File: src/ref_cfg_map.svh
// Offsets, field positions and reset values of the reference configuration bits.
// Assumes a byte-wide register space with a 10-bit address.
`ifndef REF_CFG_MAP_SVH
`define REF_CFG_MAP_SVH

// Register space
`define REG_ADDR_W 10
`define REG_DATA_W 8
`define REF_INPUT_CONTROL_OFFSET 10'h01C
`define REF_OPTIONS_CONTROL_OFFSET 10'h01D

// Reference input control fields
`define SWITCHOVER_DEGLITCH_OFF_BIT 7
`define SELECT_INPUT_TWO_BIT 6
`define USE_SELECT_PIN_BIT 5
`define REF_RESERVED_HI_BIT 4
`define REF_RESERVED_LO_BIT 3
`define REF_INPUT_TWO_EN_BIT 2
`define REF_INPUT_ONE_EN_BIT 1
`define DIFF_MODE_BIT 0
`define REF_INPUT_CONTROL_RESET 8'h00

// Reference options control fields
`define STATUS_OVERRIDE_BIT 7
`define CRYSTAL_AMPLIFIER_BIT 6
`define DOUBLER_EN_BIT 5
`define PLL_STATUS_OFF_BIT 4
`define LD_COMPARATOR_EN_BIT 3
`define EXT_HOLDOVER_BIT 1
`define HOLDOVER_EN_BIT 0
`define REF_OPTIONS_CONTROL_RESET 8'h80

// Status selector
`define STATUS_SEL_W 6
`define STATUS_SRC_COUNT 64
`define UNMAPPED_READ_VALUE 8'h00

`endif

File: src/ref_cfg_pkg.sv
// Types of the reference configuration register bank.
// Assumes ref_cfg_map.svh is on the include path.
`include "ref_cfg_map.svh"

package ref_cfg_pkg;

  typedef logic [`REG_ADDR_W-1:0] reg_addr_t;
  typedef logic [`REG_DATA_W-1:0] reg_byte_t;

  typedef enum logic [1:0] {
    SEL_NONE,
    SEL_INPUT_CONTROL,
    SEL_OPTIONS_CONTROL
  } reg_sel_t;

  typedef struct packed {
    reg_byte_t refInputControl;
    reg_byte_t refOptionsControl;
    reg_byte_t rdData;
    logic rdValid;
    logic statusOut;
  } cfg_state_t;

endpackage : ref_cfg_pkg

File: src/reference_input_config.sv
// Reference input configuration bits of the clock generator register map.
// Assumes the serial control port decoder delivers byte accesses on clk_sys,
// and that the status candidates come from logic on the same clock.
// Reset is asynchronous and active high; a write shows on the outputs one edge later.
//
// What this block does
// - Input two powered only when its bit set
// - Input one powered only when its bit set
// - Mode bit picks differential, else single-ended
// - Override set routes store status to pin
// - Override clear routes selected status source
// - Crystal bit enables the maintaining amplifier
`timescale 1ns/10ps
`default_nettype none
`include "ref_cfg_map.svh"

module reference_input_config
  import ref_cfg_pkg::*;
(
  // Clock and reset
  input wire logic clk_sys,
  input wire logic rst,

  // Register access from the serial control port
  input wire logic [`REG_ADDR_W-1:0] regAddr,
  input wire logic regWrEn,
  input wire logic [`REG_DATA_W-1:0] regWrData,
  input wire logic regRdEn,
  output logic [`REG_DATA_W-1:0] regRdData,
  output logic regRdValid,

  // Status pin source
  input wire logic [`STATUS_SEL_W-1:0] statusSelect,
  input wire logic [`STATUS_SRC_COUNT-1:0] statusSources,
  input wire logic storeTransferStatus,
  output logic statusOut,

  // Reference input front end
  output logic referenceInputOnePowerEn,
  output logic referenceInputTwoPowerEn,
  output logic differentialMode,
  output logic crystalAmplifierEn,

  // Neighbouring controls held in the same registers
  output logic switchoverDeglitchOff,
  output logic selectInputTwo,
  output logic useSelectPin,
  output logic doublerEn,
  output logic pllStatusOff,
  output logic lockComparatorEn,
  output logic externalHoldoverEn,
  output logic holdoverEn
);

  cfg_state_t st;
  cfg_state_t next_st;

  // Reset image of the whole state; constants only
  localparam cfg_state_t RESET_STATE = '{
    refInputControl: `REF_INPUT_CONTROL_RESET,
    refOptionsControl: `REF_OPTIONS_CONTROL_RESET,
    rdData: `UNMAPPED_READ_VALUE,
    rdValid: 1'b0,
    statusOut: 1'b0
  };

  // Decoded access strobes
  reg_sel_t wrSel;
  reg_sel_t rdSel;
  logic wrInputControl;
  logic wrOptionsControl;

  // Status pin inputs after the override choice
  logic storeOverride;
  logic nextStatus;

  // Decode shared by the write and read paths
  function automatic reg_sel_t decodeAddr(input logic [`REG_ADDR_W-1:0] addr);
    reg_sel_t sel;
    sel = SEL_NONE;
    if (addr == `REF_INPUT_CONTROL_OFFSET) begin
      sel = SEL_INPUT_CONTROL;
    end else if (addr == `REF_OPTIONS_CONTROL_OFFSET) begin
      sel = SEL_OPTIONS_CONTROL;
    end
    return sel;
  endfunction : decodeAddr

  // Byte update shared by both registers; every bit is plain storage
  function automatic reg_byte_t updateByte(
    input reg_byte_t old,
    input logic hit,
    input reg_byte_t data
  );
    reg_byte_t upd;
    upd = old;
    if (hit) begin
      upd = data;
    end
    return upd;
  endfunction : updateByte

  // Readback byte of one register; unmapped space reads as a constant
  function automatic reg_byte_t readBack(
    input reg_sel_t sel,
    input reg_byte_t inputControl,
    input reg_byte_t optionsControl
  );
    reg_byte_t data;
    data = `UNMAPPED_READ_VALUE;
    unique case (sel)
      SEL_INPUT_CONTROL: begin
        data = inputControl;
      end
      SEL_OPTIONS_CONTROL: begin
        data = optionsControl;
      end
      SEL_NONE: begin
        data = `UNMAPPED_READ_VALUE;
      end
    endcase
    return data;
  endfunction : readBack

  // Status pin choice; the override masks the selector entirely
  function automatic logic pickStatus(
    input logic override,
    input logic storeStatus,
    input logic [`STATUS_SEL_W-1:0] sel,
    input logic [`STATUS_SRC_COUNT-1:0] sources
  );
    logic pick;
    pick = sources[sel];
    if (override) begin
      pick = storeStatus;
    end
    return pick;
  endfunction : pickStatus

  // One decoder per strobe keeps each path's fan-in visible on its own
  assign wrSel = decodeAddr(regAddr);
  assign rdSel = decodeAddr(regAddr);
  assign wrInputControl = regWrEn && (wrSel == SEL_INPUT_CONTROL);
  assign wrOptionsControl = regWrEn && (wrSel == SEL_OPTIONS_CONTROL);

  // Override bit comes from the stored byte, never from the bus data
  assign storeOverride = st.refOptionsControl[`STATUS_OVERRIDE_BIT];
  assign nextStatus = pickStatus(
    storeOverride,
    storeTransferStatus,
    statusSelect,
    statusSources
  );

  always_comb begin
    next_st = st;

    // Register writes; unmapped writes leave both bytes alone
    next_st.refInputControl = updateByte(
      st.refInputControl,
      wrInputControl,
      regWrData
    );
    next_st.refOptionsControl = updateByte(
      st.refOptionsControl,
      wrOptionsControl,
      regWrData
    );

    // Read answers one cycle after the request from the old contents,
    // so a read that meets a write to the same byte returns the old value
    next_st.rdValid = regRdEn;
    if (regRdEn) begin
      next_st.rdData = readBack(
        rdSel,
        st.refInputControl,
        st.refOptionsControl
      );
    end

    // Pin source registered, one cycle behind its inputs;
    // the flip-flop keeps selector glitches off the pin
    next_st.statusOut = nextStatus;
  end

  // Reset loads constants only, so the front end powers down at once
  always_ff @(posedge clk_sys or posedge rst) begin
    if (rst) begin
      st <= RESET_STATE;
    end else begin
      st <= next_st;
    end
  end

  // Register readback and status pin
  assign regRdData = st.rdData;
  assign regRdValid = st.rdValid;
  assign statusOut = st.statusOut;

  // Front end controls drive straight from the stored bits.
  // No gating in differential mode: software keeps the power bits clear,
  // and gating here would hide a misprogrammed register from readback.
  assign referenceInputTwoPowerEn = st.refInputControl[`REF_INPUT_TWO_EN_BIT];
  assign referenceInputOnePowerEn = st.refInputControl[`REF_INPUT_ONE_EN_BIT];
  assign differentialMode = st.refInputControl[`DIFF_MODE_BIT];
  assign crystalAmplifierEn = st.refOptionsControl[`CRYSTAL_AMPLIFIER_BIT];

  // Reserved bits are stored for readback only and steer nothing

  // Reference selection and deglitch, used by the switchover logic
  assign switchoverDeglitchOff = st.refInputControl[`SWITCHOVER_DEGLITCH_OFF_BIT];
  assign selectInputTwo = st.refInputControl[`SELECT_INPUT_TWO_BIT];
  assign useSelectPin = st.refInputControl[`USE_SELECT_PIN_BIT];

  // Doubler, lock detect and holdover controls
  assign doublerEn = st.refOptionsControl[`DOUBLER_EN_BIT];
  assign pllStatusOff = st.refOptionsControl[`PLL_STATUS_OFF_BIT];
  assign lockComparatorEn = st.refOptionsControl[`LD_COMPARATOR_EN_BIT];
  assign externalHoldoverEn = st.refOptionsControl[`EXT_HOLDOVER_BIT];
  assign holdoverEn = st.refOptionsControl[`HOLDOVER_EN_BIT];

endmodule : reference_input_config
`default_nettype wire

File: config.mk
export PLATFORM = sky130hd
export DESIGN_NAME = reference_input_config
export DESIGN_NICKNAME = d
export VERILOG_FILES = /design/src/ref_cfg_pkg.sv /design/src/reference_input_config.sv
export VERILOG_INCLUDE_DIRS = /design/src
export SDC_FILE = /design/constraint.sdc
export NUM_CORES = 1
export LEC_CHECK = 0
export BUFFER_PORTS_ARGS = -buffer_cell sky130_fd_sc_hd__buf_2
export CORE_MARGIN = 5
export CORE_UTILIZATION = 25
export CTS_CLUSTER_SIZE = 28
export DETAILED_ROUTE_END_ITERATION = 6
export PLACE_DENSITY = 0.63
export SLEW_MARGIN = 20
export SYNTH_ARGS = -nofsm -noshare
export SYNTH_HDL_FRONTEND = slang
export SYNTH_SLANG_ARGS = --single-unit
File: constraint.sdc
create_clock -name clk_sys -period 1.3 [get_ports clk_sys]
set_input_delay 0.065 -clock clk_sys [delete_from_list [all_inputs] [get_ports clk_sys]]
set_output_delay 0.065 -clock clk_sys [all_outputs]
set_load 0.02 [all_outputs]
* Word level (Yosys, flattened, before mapping)
Index checks and enable logic that the tools add are counted.
** Word-level totals
- Memories :: 0
- Bits of input ports :: 93
- ROM bits :: 0
- Flip-flop bits (word level) :: 26
- Output and inout port bits :: 22
- Memory bits (writable) :: 0
- Latch bits :: 0
** Cells by class
- Bitwise logic cells :: 0
- Multiply operators :: 0
- $lt $le $gt $ge :: 1
- $add $sub $neg :: 0
- Divide/modulo/power cells :: 0
- Reductions and logical operators :: 3
- Shift operators :: 0
- Equal/unequal tests :: 4
- Multiplexer cells :: 6
** Operator list (number)
- 8-bit one-hot mux with 3 select lines :: 1
- 10-bit by 5-bit equality test with 1-bit output, second input constant :: 2
- 6-bit by 7-bit < comparator with 1-bit output, second input constant :: 1
- 1-bit binary-select mux with 6-bit select :: 1
- 2-bit two-way mux :: 2
- 2-bit by 1-bit equality test with 1-bit output, second input constant :: 1
- 2-bit equality test, second input constant :: 1
- 1-bit logical AND :: 2
- 2-bit zero test :: 1
- 1-bit two-way mux :: 2

* Logic depth before layout (Yosys ltp)
- Depth in word-level cells :: 5
- Mapped depth :: 8

* Least setup slack after synthesis
OpenSTA, ideal clock, no wires.
- Path type :: in2reg
- From :: input port statusSelect[0]
- To :: register st, in the netlist statusOut
- Setup time :: 0.120 ns
- Path slack :: -0.174 ns
- Data required time :: 1.180 ns
- Path buffers :: 2
- Stages on the path :: 7
- Data arrival time :: 1.354 ns
- Cell sequence :: buf_6 -> buf_8 -> mux4_1 -> mux2i_1 -> mux4_2 -> nand3b_1 -> and3_1
** Between the ends
- Longest elaborated chain between the ends :: 3
** RTL lines
- from (decl) :: RTL line reference_input_config.sv:33 : input wire logic [`STATUS_SEL_W-1:0] statusSelect,
- 1-bit binary-select mux with 6-bit select :: RTL line reference_input_config.sv:133 : pick = sources[sel];
- 1-bit two-way mux (implied by the code) :: RTL line reference_input_config.sv:133
- 1-bit two-way mux :: RTL line reference_input_config.sv:134 : if (override) begin
- net nextStatus :: RTL line reference_input_config.sv:75 : logic nextStatus;
- to (signal assigned) :: RTL line reference_input_config.sv:191 : st <= next_st;
- to (decl) :: RTL line reference_input_config.sv:55 : cfg_state_t st;
The timed path passes the listed nets, and every way through them passes these cells. The select of a mux whose other input is x is not followed.
A chain may end at the register's enable or synchronous reset.

* Final worst setup path
Ends and elaborated chain as after synthesis.

==> impl_metrics.env <==
export IMPL_postCtsSetupRepairBufs=0
export IMPL_htree_levels=1
export IMPL_crit_type="input port to flop"
export IMPL_avgSynthCellArea_um2=11.77
export IMPL_synth_seq_cells=26
export IMPL_grt_pass1_wl_mm=7.548
export IMPL_io_buffer_count=114
export IMPL_start_kind="input port"
export IMPL_cp_required_ns=1.46
export IMPL_num_vias=1576
export IMPL_maxCapViolCount=0
export IMPL_initial_utilization_pct=25.43
export IMPL_finalCritPeriodShare_pct=94.36
export IMPL_clockRootBuffer="clkbuf_8"
export IMPL_drv_slew=0
export IMPL_critPathMaxStageDelay_ns=0.55
export IMPL_layout_common_cells="buf_2 (113), dfrtp_1 (25), mux2i_1 (20)"
export IMPL_path_cells="buf_6, mux4_1, mux2i_1, mux4_2, nand3b_1, and3_1"
export IMPL_layout_nets=356
export IMPL_gr_total_overflow=0
export IMPL_fmax_mhz=815.2
export IMPL_die_w_um=92.90
export IMPL_vdd_ir_drop_max_mv=0.4048
export IMPL_yosysSeqAreaShare_pct=37.95
export IMPL_design_core_area_um2=6756
export IMPL_synth_top_area_cell="dfrtp_1"
export IMPL_rows=30
export IMPL_end_kind="flop"
export IMPL_cts_buffers=3
export IMPL_status="finished, final reports clean"
export IMPL_finalNonFillerCells=342
export IMPL_areaGrowthSynthToFinish_pct=42.90
export IMPL_clock_latency_ns=0.26
export IMPL_final_util_pct=36.33
export IMPL_path_clk_slew_ns=0.09
export IMPL_post_place_ws_ns=-0.3916
export IMPL_via_per_inst=4.608
export IMPL_first_global_vias=1731
export IMPL_wl_per_cell_um=13.66
export IMPL_drc=0
export IMPL_skew_ns=0.004366
export IMPL_cts_tree="built"
export IMPL_cts_sinks=26
export IMPL_drive_gt1_share_pct=59.54
export IMPL_drtPass1Iterations=4
export IMPL_crit_arrival_ns=1.38
export IMPL_rsz0062_at_grt="no"
export IMPL_hold_path_class="input port to flop"
export IMPL_setup_viol=0
export IMPL_fillers=692
export IMPL_crit_family="multiplexers"
export IMPL_antenna_found_initial=0
export IMPL_maxSlewHeadroom_pct=77.98
export IMPL_yosysUniqueCellTypes=30
export IMPL_power_leakage_nw=1.310
export IMPL_tightest_slew_ns=0.3303
export IMPL_setup_slack_ns=0.07332
export IMPL_drt_wl_total_mm=4.672
export IMPL_antenna_cells=0
export IMPL_min_period_ns=1.227
export IMPL_grt_total_usage_pct=10.72
export IMPL_drt_initial_drc_count=32
export IMPL_cp_slowest_cell="mux4_1"
export IMPL_ios=115
export IMPL_die_area_um2=8629
export IMPL_synth_top_area_share_pct=36.42
export IMPL_hpwlAfterDp_mm=4.032
export IMPL_gp_congestion=0.7182
export IMPL_clk_path_buf_depth=2
export IMPL_ys_warn_count=0
export IMPL_die_height_um=92.90
export IMPL_grt_max_degree=27
export IMPL_syn_inst=146
export IMPL_synthTopCellsByArea="dfrtp_1 (36%), mux2i_1 (12%), mux4_1 (11%)"
export IMPL_hold_viol=0
export IMPL_path_max_fanout=9
export IMPL_ant_nets=0
export IMPL_final_common_cell="buf_2"
export IMPL_dp_cells=337
export IMPL_synth_nets=239
export IMPL_crit_buf_inv=1
export IMPL_p_per_area_nw_per_um2=718.3
export IMPL_setup_tns_ns=0
export IMPL_netlist_area_um2=1718
==> layer usage <==
| metal | up-vias | GRT usage (%) | routed length, um |
|---|---|---|---|
| li1 | 788 | - | - |
| met1 | 726 | 12.80 | 1869 |
| met2 | 58 | 19.98 | 2490 |
| met3 | 4 | 1.868 | 284 |
| met4 | 0 | 2.198 | 27 |
| met5 | - | 0 | 0 |
==> worst register-to-register path, delay by kind of cell (launching register included) <==
| family | cells | cell delay, ns |
|---|---|---|
| simple gates | 2 | 0.27 |
| flops | 1 | 0.40 |
| compound gates | 1 | 0.19 |
==> worst paths after layout <==
kind | cells past startpoint | from | slack [ns] | endpoint
hold / removal | 2 | regWrData[1] | 0.04 | externalHoldoverEn
setup / recovery | 6 | statusSelect[0] | 0.07 | statusOut
max in group asynchronous | 4 | rst | 0.61 | st[17]
min in group asynchronous | 4 | rst | 0.39 | regRdData[2]
setup reg to reg | 3 | st[17] | 0.34 | statusOut
hold reg to reg | 1 | st[21] | 0.52 | st[21]
==> report_power, final <==
group	switching (mW)	internal (mW)	total, mW	leakage (nW)
Clock	0.231	0.219	0.450	0.0228
Combinational	0.204	0.256	0.460	0.944
Sequential	0.0145	0.839	0.853	0.342
==> kinds of logic after synthesis <==
logic type | Yosys count | synth area share [%]
simple gates | 31 | 9.322
mux | 45 | 35.47
buf+inv | 19 | 7.574
flops | 26 | 37.95
compound gates | 25 | 9.687
==> layout make-up <==
type	count	area (um^2)	share of cell area, %
clock buffer	4	45.04	1.835
inverter	3	11.26	0.4587
multi-input combinational	101	949.7	38.69
sequential	26	651.9	26.55
tap	80	100.1	4.077
timing repair buffer	128	696.9	28.39
==> stage by stage <==
step | hold WS, ns | power (mW) | instance area, um^2
after global placement | 0.1351 | 1.325 | 2394
after CTS | 0.03259 | 1.807 | 2455
after floorplan | 0.09643 | 1.138 | 1735
after global routing | 0.03350 | 1.880 | 2455
final | 0.04170 | 1.763 | 2455
after detailed placement | 0.1379 | 1.335 | 2394
==> synthesized netlist by cell type, drive strengths merged <==
cell type and number:
buf 15, nand2b 2, clkbuf 1, nor3 1, a31oi 1, a211oi 1, mux4 9, and3 1
dfrtp 25, a21oi 9, nand2 5, nand4 2, nor4b 1, mux2 16, dfstp 1, a22oi 12
a311oi 2, mux2i 20, nor2b 2, nor2 11, nand3 5, inv 3, nand3b 1
==> registers in the layout, indices dropped and copies added, names as in the netlist <==
name,count
referenceInputTwoPowerEn,1
st,4
differentialMode,1
holdoverEn,1
lockComparatorEn,1
regRdData,8
doublerEn,1
statusOut,1
useSelectPin,1
regRdValid,1
externalHoldoverEn,1
referenceInputOnePowerEn,1
pllStatusOff,1
crystalAmplifierEn,1
switchoverDeglitchOff,1
selectInputTwo,1
==> what timing repair did <==
action | CTS | global route
resized for setup | 2 | 0
endpoints found under the hold margin | 25 | 0
hold buffers | 1 | 0
endpoints found under the setup margin | 1 | 0
Power figures use the tool's default switching activity.
